`src/logic/adcsm_pkg.sv`:
```
// constants and types shared by the status and mode register bank
package adcsm_pkg;
    // ************************************************************
    // register map, index times four gives the byte address
    // ************************************************************
    localparam int REG_W = 16;
    localparam int BUS_W = 32;
    localparam logic [7:0] IDX_IDENTITY = 8'h00;
    localparam logic [7:0] IDX_STATUS = 8'h01;
    localparam logic [7:0] IDX_MODE = 8'h02;
    localparam logic [15:0] STATUS_RESET = 16'h0500;
    localparam logic [15:0] MODE_RESET = 16'h0510;
    localparam logic [15:0] MODE_WRITE_MASK = 16'h3F1F;
    // ************************************************************
    // field positions
    // ************************************************************
    localparam int ID_COUNT_LSB = 8;
    localparam int ID_UPPER_LSB = 12;
    localparam int ST_LOCK = 15;
    localparam int ST_RESYNC = 14;
    localparam int ST_REGMAP = 13;
    localparam int ST_CRC_ERR = 12;
    localparam int ST_CRC_TYPE = 11;
    localparam int ST_RESET = 10;
    localparam int WLEN_LSB = 8;
    localparam int ST_CH1_NEW = 1;
    localparam int ST_CH0_NEW = 0;
    localparam int MD_REGCRC_EN = 13;
    localparam int MD_RXCRC_EN = 12;
    localparam int MD_CRC_TYPE = 11;
    localparam int MD_RESET = 10;
    localparam int MD_TIMEOUT = 4;
    localparam int MD_SRC_LSB = 2;
    localparam int MD_IDLE_FLOAT = 1;
    localparam int MD_PULSE_FMT = 0;
    // ************************************************************
    // checksum polynomials
    // ************************************************************
    localparam logic [15:0] POLY_CCITT = 16'h1021;
    localparam logic [15:0] POLY_ANSI = 16'h8005;
    localparam logic [15:0] CRC_SEED = 16'hFFFF;
    // ************************************************************
    // timing
    // ************************************************************
    localparam int CLK_MHZ = 100;
    localparam int READY_PULSE_NS = 100;
    localparam int READY_PULSE_CYCLES = (READY_PULSE_NS * CLK_MHZ + 999) / 1000;
    // ************************************************************
    // types
    // ************************************************************
    typedef enum logic [1:0] {WLEN_16, WLEN_24, WLEN_32_ZPAD, WLEN_32_SEXT} adcsm_wlen_t;
    typedef enum logic [1:0] {SRC_LAGGING, SRC_ANY, SRC_LEADING, SRC_LEADING_ALT} adcsm_src_t;
    typedef enum logic [1:0] {PIN_IDLE, PIN_HOLD, PIN_PULSE, PIN_DONE} adcsm_pin_state_t;
endpackage

```
`src/logic/adcsm_ready_if.sv`:
```
// carrier between the register bank and the sample-ready pin driver
interface adcsm_ready_if #(parameter int NUM_CH = 2);
    logic [NUM_CH-1:0] pending;
    logic [NUM_CH-1:0] arrived;
    logic [NUM_CH-1:0] enabled;
    logic [1:0] source_select;
    logic idle_float;
    logic pulse_format;
    logic pin_level;
    logic pin_oe;
    modport bank (output pending, arrived, enabled, source_select, idle_float, pulse_format,
                  input pin_level, pin_oe);
    modport pin (input pending, arrived, enabled, source_select, idle_float, pulse_format,
                 output pin_level, pin_oe);
endinterface

```
`src/logic/adcsm_ready_pin.sv`:
```
// sample-ready pin driver
module adcsm_ready_pin
    import adcsm_pkg::*;
#(
    parameter int PULSE_CYCLES = READY_PULSE_CYCLES
) (
    // clock and reset
    input wire logic clk_in,
    input wire logic rst_n_in,
    // carrier
    adcsm_ready_if.pin rdy
);
    import adcsm_pkg::*;

    localparam int CW = $clog2(PULSE_CYCLES + 1);
    adcsm_pin_state_t state, next_state;
    logic [CW-1:0] count, next_count;
    logic level, next_level;
    logic oe, next_oe;
    logic all_new, any_new, avail, retrigger;

    // ************************************************************
    // source selection
    // ************************************************************
    always_comb begin
        all_new = (&(rdy.pending | ~rdy.enabled)) && (|rdy.enabled);
        any_new = |(rdy.pending & rdy.enabled);
        retrigger = 1'b0;
        case (adcsm_src_t'(rdy.source_select))
            SRC_LAGGING: avail = all_new;
            SRC_ANY: begin
                avail = any_new;
                retrigger = |(rdy.arrived & rdy.enabled);
            end
            default: avail = any_new;
        endcase
    end

    // ************************************************************
    // pin sequencing
    // ************************************************************
    always_comb begin
        next_state = state;
        next_count = count;
        case (state)
            PIN_IDLE: begin
                if (avail) begin
                    next_state = rdy.pulse_format ? PIN_PULSE : PIN_HOLD;
                    next_count = CW'(PULSE_CYCLES);
                end
            end
            PIN_HOLD: begin
                if (!avail) begin
                    next_state = PIN_IDLE;
                end
            end
            PIN_PULSE: begin
                if (count <= CW'(1)) begin
                    next_state = PIN_DONE;
                end else begin
                    next_count = count - CW'(1);
                end
            end
            default: begin
                if (!avail) begin
                    next_state = PIN_IDLE;
                end else if (retrigger) begin
                    next_state = PIN_PULSE;
                    next_count = CW'(PULSE_CYCLES);
                end
            end
        endcase
        next_level = !(next_state == PIN_HOLD || next_state == PIN_PULSE);
        next_oe = !(next_level && rdy.idle_float);
    end

    always_ff @(posedge clk_in or negedge rst_n_in) begin
        if (!rst_n_in) begin
            state <= PIN_IDLE;
            count <= '0;
            level <= 1'b1;
            oe <= 1'b1;
        end else begin
            state <= next_state;
            count <= next_count;
            level <= next_level;
            oe <= next_oe;
        end
    end

    assign rdy.pin_level = level;
    assign rdy.pin_oe = oe;
endmodule

```
`src/logic/adcsm_bank.sv`:
```
// identification, status and mode registers on an AHB-Lite slave
// ************************************************************
// top module
// ************************************************************
// Overview of operation
// - status bit 15 shows serial interface lock, 0 unlocked by default
// - status bit 14 sets on every converter resynchronisation
// - status bit 13 sets when the register map checksum changes
// - status bit 12 sets on an input word checksum error
// - status bit 11 shows the active polynomial, 0 CCITT, 1 ANSI
// - status bit 10 reads 1 after any reset
// - writing 0 to mode bit 10 clears status bit 10
// - status bits 9:8 show word length; 32-bit extended mode sign-extends
// - mode 9:8 selects 16, 24, 32 zero padded or 32 sign-extended words
// - status bit 1 shows new data on channel 1
// - status bit 0 shows new data on channel 0
// - register map checksum runs only while mode bit 13 is 1
// - input word checking runs only while mode bit 12 is 1
// - mode bit 11 picks the polynomial for every checksum
// - mode bit 4 enables the serial timeout, 1 after reset
// - mode 3:2 picks lagging, OR, or leading channel for the ready pin
// - idle ready pin is high, or floats when mode bit 1 is 1
// - new data hold the pin low, or pulse it low when bit 0 is 1
//
// Design decision made here: the AHB-Lite slave port.
module adcsm_bank
    import adcsm_pkg::*;
#(
    parameter int NUM_CH = 2,
    parameter logic [3:0] ID_UPPER = 4'h5,
    parameter logic [7:0] ID_REVISION = 8'hA3,
    parameter int PULSE_CYCLES = READY_PULSE_CYCLES
) (
    // clock and reset
    input wire logic CLK_IN,
    input wire logic RST_N_IN,
    // ahb-lite slave
    input wire logic HSEL_IN,
    input wire logic [adcsm_pkg::BUS_W-1:0] HADDR_IN,
    input wire logic [1:0] HTRANS_IN,
    input wire logic HWRITE_IN,
    input wire logic [2:0] HSIZE_IN,
    input wire logic [adcsm_pkg::BUS_W-1:0] HWDATA_IN,
    input wire logic HREADY_IN,
    output logic [adcsm_pkg::BUS_W-1:0] HRDATA_OUT,
    output logic HREADYOUT_OUT,
    output logic HRESP_OUT,
    // converter and serial core events
    input wire logic LOCK_STATE_IN,
    input wire logic RESYNC_EVENT_IN,
    input wire logic RX_CRC_FAIL_IN,
    input wire logic [NUM_CH-1:0] NEW_SAMPLE_IN,
    input wire logic [NUM_CH-1:0] SAMPLE_TAKEN_IN,
    input wire logic [NUM_CH-1:0] CHANNEL_ENABLE_IN,
    input wire logic [23:0] CONV_DATA_IN,
    // configuration outputs
    output logic TIMEOUT_ENABLE_OUT,
    output logic RX_CRC_CHECK_OUT,
    output logic CRC_POLY_ANSI_OUT,
    output logic [1:0] WORD_SIZE_OUT,
    output logic [adcsm_pkg::BUS_W-1:0] FORMATTED_WORD_OUT,
    // sample-ready pin
    output logic SAMPLE_READY_OUT,
    output logic SAMPLE_READY_OE_OUT
);
    import adcsm_pkg::*;

    adcsm_ready_if #(.NUM_CH(NUM_CH)) rdy ();

    // ************************************************************
    // register state
    // ************************************************************
    logic [REG_W-1:0] mode, next_mode;
    logic lock_flag, next_lock_flag;
    logic resync_occurred_flag, next_resync_occurred_flag;
    logic regmap_flag, next_regmap_flag;
    logic crc_err_flag, next_crc_err_flag;
    logic reset_flag, next_reset_flag;
    logic [NUM_CH-1:0] new_sample_flag, next_new_sample_flag;
    logic [15:0] crc_last, next_crc_last;
    logic crc_valid, next_crc_valid;
    logic [BUS_W-1:0] word_out, next_word_out;

    // ************************************************************
    // bus state
    // ************************************************************
    logic dp_write, next_dp_write;
    logic [7:0] dp_index, next_dp_index;
    logic [BUS_W-1:0] rdata, next_rdata;
    logic addr_phase;
    logic [7:0] ap_index;
    logic [REG_W-1:0] identity_word;
    logic [REG_W-1:0] status_word;
    logic [REG_W-1:0] read_word;
    logic status_read;
    logic mode_write;
    logic [15:0] crc_now;

    function automatic logic [15:0] crc16_word(input logic [15:0] data, input logic ansi);
        logic [15:0] crc;
        logic [15:0] poly;
        crc = CRC_SEED;
        poly = ansi ? POLY_ANSI : POLY_CCITT;
        for (int i = 15; i >= 0; i--) begin
            if (crc[15] ^ data[i]) begin
                crc = {crc[14:0], 1'b0} ^ poly;
            end else begin
                crc = {crc[14:0], 1'b0};
            end
        end
        return crc;
    endfunction

    // ************************************************************
    // read data assembly
    // ************************************************************
    always_comb begin
        identity_word = '0;
        identity_word[ID_UPPER_LSB +: 4] = ID_UPPER; // arbitrary value
        identity_word[ID_COUNT_LSB +: 4] = 4'(NUM_CH);
        identity_word[7:0] = ID_REVISION;
        status_word = '0;
        status_word[ST_LOCK] = lock_flag;
        status_word[ST_RESYNC] = resync_occurred_flag;
        status_word[ST_REGMAP] = regmap_flag;
        status_word[ST_CRC_ERR] = crc_err_flag;
        status_word[ST_CRC_TYPE] = mode[MD_CRC_TYPE];
        status_word[ST_RESET] = reset_flag;
        status_word[WLEN_LSB +: 2] = mode[WLEN_LSB +: 2];
        status_word[ST_CH1_NEW] = new_sample_flag[1];
        status_word[ST_CH0_NEW] = new_sample_flag[0];
    end

    // ************************************************************
    // ahb-lite address and data phases
    // ************************************************************
    always_comb begin
        addr_phase = HSEL_IN && HTRANS_IN[1] && HREADY_IN;
        ap_index = HADDR_IN[9:2];
        read_word = '0;
        if (ap_index == IDX_IDENTITY) begin
            read_word = identity_word;
        end else if (ap_index == IDX_STATUS) begin
            read_word = status_word;
        end else if (ap_index == IDX_MODE) begin
            read_word = mode;
            read_word[MD_RESET] = reset_flag;
        end else begin
            read_word = '0;
        end
        if (HADDR_IN[BUS_W-1:10] != '0) begin
            read_word = '0;
        end
        next_dp_write = addr_phase && HWRITE_IN && (HADDR_IN[BUS_W-1:10] == '0);
        next_dp_index = addr_phase ? ap_index : dp_index;
        next_rdata = (addr_phase && !HWRITE_IN) ? {16'h0000, read_word} : rdata;
        status_read = addr_phase && !HWRITE_IN && (ap_index == IDX_STATUS)
                      && (HADDR_IN[BUS_W-1:10] == '0);
        mode_write = dp_write && (dp_index == IDX_MODE);
    end

    always_ff @(posedge CLK_IN or negedge RST_N_IN) begin
        if (!RST_N_IN) begin
            dp_write <= 1'b0;
            dp_index <= 8'h00;
            rdata <= '0;
        end else begin
            dp_write <= next_dp_write;
            dp_index <= next_dp_index;
            rdata <= next_rdata;
        end
    end

    // ************************************************************
    // mode register and status flags
    // ************************************************************
    always_comb begin
        next_mode = mode;
        if (mode_write) begin
            next_mode = HWDATA_IN[REG_W-1:0] & MODE_WRITE_MASK;
        end
        next_lock_flag = LOCK_STATE_IN;
        next_resync_occurred_flag = resync_occurred_flag;
        if (status_read) begin
            next_resync_occurred_flag = 1'b0;
        end
        if (RESYNC_EVENT_IN) begin
            next_resync_occurred_flag = 1'b1;
        end
        next_crc_err_flag = crc_err_flag;
        if (status_read) begin
            next_crc_err_flag = 1'b0;
        end
        if (RX_CRC_FAIL_IN && mode[MD_RXCRC_EN]) begin
            next_crc_err_flag = 1'b1;
        end
        next_reset_flag = reset_flag;
        if (mode_write && !HWDATA_IN[MD_RESET]) begin
            next_reset_flag = 1'b0;
        end
        next_new_sample_flag = (new_sample_flag & ~SAMPLE_TAKEN_IN) | NEW_SAMPLE_IN;
    end

    // ************************************************************
    // register map checksum watch
    // ************************************************************
    always_comb begin
        crc_now = crc16_word(mode, mode[MD_CRC_TYPE]);
        next_crc_last = crc_last;
        next_crc_valid = crc_valid;
        next_regmap_flag = regmap_flag;
        if (status_read) begin
            next_regmap_flag = 1'b0;
        end
        if (mode[MD_REGCRC_EN]) begin
            next_crc_last = crc_now;
            next_crc_valid = 1'b1;
            if (crc_valid && crc_now != crc_last) begin
                next_regmap_flag = 1'b1;
            end
        end else begin
            next_crc_valid = 1'b0;
        end
    end

    // ************************************************************
    // output word formatting
    // ************************************************************
    always_comb begin
        case (adcsm_wlen_t'(mode[WLEN_LSB +: 2]))
            WLEN_16: next_word_out = {16'h0000, CONV_DATA_IN[23:8]};
            WLEN_24: next_word_out = {8'h00, CONV_DATA_IN};
            WLEN_32_ZPAD: next_word_out = {CONV_DATA_IN, 8'h00};
            default: next_word_out = {{8{CONV_DATA_IN[23]}}, CONV_DATA_IN};
        endcase
    end

    always_ff @(posedge CLK_IN or negedge RST_N_IN) begin
        if (!RST_N_IN) begin
            mode <= MODE_RESET;
            lock_flag <= STATUS_RESET[ST_LOCK];
            resync_occurred_flag <= STATUS_RESET[ST_RESYNC];
            regmap_flag <= STATUS_RESET[ST_REGMAP];
            crc_err_flag <= STATUS_RESET[ST_CRC_ERR];
            reset_flag <= STATUS_RESET[ST_RESET];
            new_sample_flag <= '0;
            crc_last <= 16'h0000;
            crc_valid <= 1'b0;
            word_out <= '0;
        end else begin
            mode <= next_mode;
            lock_flag <= next_lock_flag;
            resync_occurred_flag <= next_resync_occurred_flag;
            regmap_flag <= next_regmap_flag;
            crc_err_flag <= next_crc_err_flag;
            reset_flag <= next_reset_flag;
            new_sample_flag <= next_new_sample_flag;
            crc_last <= next_crc_last;
            crc_valid <= next_crc_valid;
            word_out <= next_word_out;
        end
    end

    // ************************************************************
    // sample-ready pin
    // ************************************************************
    assign rdy.pending = new_sample_flag;
    assign rdy.arrived = NEW_SAMPLE_IN;
    assign rdy.enabled = CHANNEL_ENABLE_IN;
    assign rdy.source_select = mode[MD_SRC_LSB +: 2];
    assign rdy.idle_float = mode[MD_IDLE_FLOAT];
    assign rdy.pulse_format = mode[MD_PULSE_FMT];

    adcsm_ready_pin #(
        .PULSE_CYCLES(PULSE_CYCLES)
    ) u_ready_pin (
        .clk_in(CLK_IN),
        .rst_n_in(RST_N_IN),
        .rdy(rdy.pin)
    );

    // ************************************************************
    // outputs
    // ************************************************************
    assign HRDATA_OUT = rdata;
    assign HREADYOUT_OUT = 1'b1;
    assign HRESP_OUT = 1'b0;
    assign TIMEOUT_ENABLE_OUT = mode[MD_TIMEOUT];
    assign RX_CRC_CHECK_OUT = mode[MD_RXCRC_EN];
    assign CRC_POLY_ANSI_OUT = mode[MD_CRC_TYPE];
    assign WORD_SIZE_OUT = mode[WLEN_LSB +: 2];
    assign FORMATTED_WORD_OUT = word_out;
    assign SAMPLE_READY_OUT = rdy.pin_level;
    assign SAMPLE_READY_OE_OUT = rdy.pin_oe;
endmodule

```
`config.mk`:
```
export PLATFORM = sky130hd
export DESIGN_NAME = adcsm_bank
export DESIGN_NICKNAME = d
export VERILOG_FILES = /design/src/logic/adcsm_pkg.sv /design/src/logic/adcsm_ready_if.sv /design/src/logic/adcsm_ready_pin.sv /design/src/logic/adcsm_bank.sv
export SDC_FILE = /design/constraint.sdc
export NUM_CORES = 1
export LEC_CHECK = 0
export ABC_AREA = 1
export BUFFER_PORTS_ARGS = -buffer_cell sky130_fd_sc_hd__buf_2
export CAP_MARGIN = 40
export CORE_MARGIN = 2
export CORE_UTILIZATION = 45
export DETAILED_ROUTE_END_ITERATION = 7
export PLACE_DENSITY = 0.73
export SLEW_MARGIN = 0
export SYNTH_ARGS = -nofsm -noshare
export SYNTH_HDL_FRONTEND = slang
export SYNTH_SLANG_ARGS = --single-unit
```
`constraint.sdc`:
```
create_clock -name CLK_IN -period 3.5 [get_ports CLK_IN]
set_clock_uncertainty 0.15 [all_clocks]
set_input_delay 0.35 -clock CLK_IN [delete_from_list [all_inputs] [get_ports CLK_IN]]
set_output_delay 0.35 -clock CLK_IN [all_outputs]
set_load 0.02 [all_outputs]
```
==> flow_summary.json <==
{
  "violations": "setup timing",
  "viasPerCell": 5.12,
  "ioPinCount": 180,
  "crit_type": "reg2reg",
  "grt_max_degree": 46,
  "cp.required_ps": 3620,
  "ant_nets": 0,
  "max-cap-violations": 0,
  "finalMaxSlewViolations": 0,
  "fp.coreArea_um2": 10800,
  "period_minus_slack_ps": 3540,
  "crit_buf_inv": 1,
  "reg2reg_slack_ps": -40,
  "ys.warnings.count": 0,
  "ys_seq_elements": 98,
  "firstDrtPassIters": 4,
  "fp.dieW_um": 110,
  "synth_area_um2": 5010,
  "place_congestion": 0.888,
  "endpoint_kind": "flop",
  "fmax_mhz": 283,
  "cts_tree": "yes",
  "fin_ws_ps": -38.9,
  "setup_viol": 1,
  "insertion_delay_ps": 380,
  "cpPeakStageDelay_ps": 410,
  "grt_pass1_vias": 4437,
  "gr-total-overflow": 0,
  "hpwl_mm": 9.71,
  "drc_errors": 0,
  "p_leak_uw": 0.00327,
  "setup.worst_path.start": "mode[13]",
  "pre_cts_ws_ps": 20.6,
  "r2r_start": "mode[13]",
  "worst_path_most_repeated_cell": "nand2_2",
  "cts.sinks": 98,
  "crit_slowest_cell": "dfrtp_1",
  "netlist_instances": 585,
  "seqPwrFrac": 0.475,
  "intPower_uw": 1900,
  "critPathCapture": "regmap_flag",
  "h-tree-depth": 3,
  "fin_setup_tns_ps": -38.9,
  "fp.dieH_um": 110,
  "yosysSeqAreaShare": 0.491,
  "routedWlPerCell_um": 14.8,
  "grt_pass1_wl_mm": 20.8,
  "numCtsBuffers": 9,
  "finalHoldViolations": 0,
  "drive_gt1_frac": 0.330,
  "avgSynthCellArea_um2": 8.57,
  "drt_iter0_markers": 180,
  "period_share": 1.01,
  "antenna_cells": 0,
  "pwr-share-comb": 0.249,
  "p_per_area_nw_per_um2": 451,
  "area_growth_pct": 24.4,
  "cp.arrival_ps": 3660,
  "p_switching_uw": 906,
  "clk_root_buffer_cell": "clkbuf_8",
  "critPathMaxFanout": 6,
  "final_nets": 838,
  "synth.distinct_cells": 44,
  "crit_path_start_kind": "flop",
  "path_depth": 32,
  "dp_cells": 849,
  "layout.cells.non_filler": 874,
  "hold_ws_ps": 13.4,
  "pwr-share-clk": 0.277,
  "slew_headroom": 0.408,
  "ir_drop_v": 0.000281,
  "p_total_uw": 2810,
  "outcome": "complete, but fails checks",
  "antenna_found_initial": 0,
  "cts_max_path_buffers": 2,
  "netSwitchingFraction": 0.322,
  "r2r-end": "regmap_flag",
  "min_path_type": "in2reg",
  "grt_use_total": 0.224,
  "dieArea_um2": 12000,
  "rr_worst_depth": 32,
  "rows": 38,
  "vias": 4471,
  "drt-total-wl_mm": 12.9,
  "port_buffers": 133,
  "tightest_slew_ps": 879,
  "cpLargestDelayFamily": "simple AND/OR/NAND/NOR gates",
  "clkTransAtPathRegs_ps": 90,
  "rsz0062_at_grt": "yes",
  "initial_core_util": 0.462
}
flip-flops by register name, summed over array words and instances, names as in the netlist, 2 cells and up:
signal and flops:
dp_index 8, new_sample_flag 2, HRDATA_OUT 14, crc_last 16
FORMATTED_WORD_OUT 32, u_ready_pin.state 2, mode 11, u_ready_pin.count 4
cells in the final DEF (no fill, tap or decap), types with 8 or more instances in the layout:
cell type	instances
a21oi_1	10
buf_2	132
buf_4	20
clkbuf_8	12
conb_1	19
dfrtp_1	90
inv_1	74
mux2_2	16
nand2_1	112
nand2_2	17
nand2_4	12
nand3_1	23
nand3_2	11
nor2_1	35
nor4_1	8
o21ai_0	59
o22ai_1	10
worst min path at each step:
stage | from | endpoint | slack [ps] | cells past startpoint
CTS | SAMPLE_TAKEN_IN[1] | new_sample_flag[1] | 3 | 2
global placement | RST_N_IN | dp_index[0] | 220 | 1
global route | SAMPLE_TAKEN_IN[0] | new_sample_flag[0] | 30 | 2
finish | SAMPLE_TAKEN_IN[1] | new_sample_flag[1] | 10 | 2
detailed placement | RST_N_IN | dp_index[0] | 230 | 1
floorplan | RST_N_IN | FORMATTED_WORD_OUT[0] | -100 | 0
logic make-up after synthesis:
logic type,count (synthesis),share of synthesized area
xor+xnor,5,0.00874
other cells,2,0.00150
simple gates,240,0.224
flops,98,0.491
fa+ha+maj,2,0.00499
mux,17,0.0379
buf+inv,114,0.105
compound gates,107,0.127
synth_stat cells, drive strengths merged:
| master | n | area (um^2) |
|---|---|---|
| o22ai | 10 | 62.6 |
| nor3 | 2 | 10.0 |
| a22o | 2 | 17.5 |
| a221oi | 1 | 8.76 |
| a21oi | 10 | 50.1 |
| o21bai | 1 | 7.51 |
| or3 | 1 | 6.26 |
| o211ai | 4 | 30.0 |
| dfrtp | 92 | 2300 |
| a31oi | 3 | 18.8 |
| nand3 | 41 | 270 |
| nand2 | 141 | 574 |
| o221ai | 7 | 61.3 |
| o21a | 1 | 7.51 |
| a32o | 3 | 30.0 |
| mux2i | 1 | 10.0 |
| or4 | 1 | 7.51 |
| dfstp | 6 | 158 |
| xor2 | 3 | 26.3 |
| o21ai | 60 | 300 |
| nor4 | 8 | 50.1 |
| a32oi | 1 | 8.76 |
| o311ai | 1 | 8.76 |
| inv | 75 | 282 |
| nor3b | 1 | 7.51 |
| o2111ai | 2 | 17.5 |
| o31ai | 1 | 7.51 |
| ha | 2 | 25.0 |
| clkbuf | 13 | 48.8 |
| mux2 | 16 | 180 |
| xnor2 | 2 | 17.5 |
| buf | 26 | 194 |
| conb | 2 | 7.51 |
| nand3b | 6 | 45.0 |
| nand4 | 3 | 18.8 |
| nor2 | 36 | 135 |
power groups by stage:
| stage | clock network [uW] | registers [uW] | logic [uW] |
|---|---|---|---|
| 6_report | 777 | 1330 | 698 |
| 5_1_grt | 836 | 1350 | 782 |
| 4_1_cts | 797 | 1330 | 650 |
| 3_5_place_dp | 0 | 1350 | 646 |
| 3_3_place_gp | 0 | 1350 | 615 |
| 2_1_floorplan | 0 | 1390 | 408 |
final cells by class:
class,instances,area [um^2]
multi-input cells,390,2260
clock inverters,4,48.8
fillers,978,4610
repair buffers,155,842
well taps,140,175
flip-flops and latches,98,2460
clock buffers,12,165
inverters,75,282
stage by stage:
stage | util | cell area [um^2]
global route | 0.575 | 6230
detailed placement | 0.533 | 5770
CTS | 0.554 | 6010
global placement | 0.533 | 5770
finish | 0.575 | 6230
floorplan | - | 5080
layer usage:
layer,wire length [um],vias up,global-route usage
met2,6270,138,0.374
met5,0,-,0
met3,945,26,0.0646
met1,5410,2134,0.270
met4,323,0,0.0958
li1,-,2173,-
worst register-to-register path, delay by kind of cell, from the launching register on:
kind	cells	cell delay, ps
DFF	1	410
and+or+nand+nor	31	2780
buffers and inverters	1	100
timing repair:
action	in CTS	in global routing
hold buffers	2	0
setup endpoints to repair	0	5
resized for setup	0	41
buffers inserted	0	7
endpoints found under the hold margin	41	0
(Power assumes the default switching activity.)
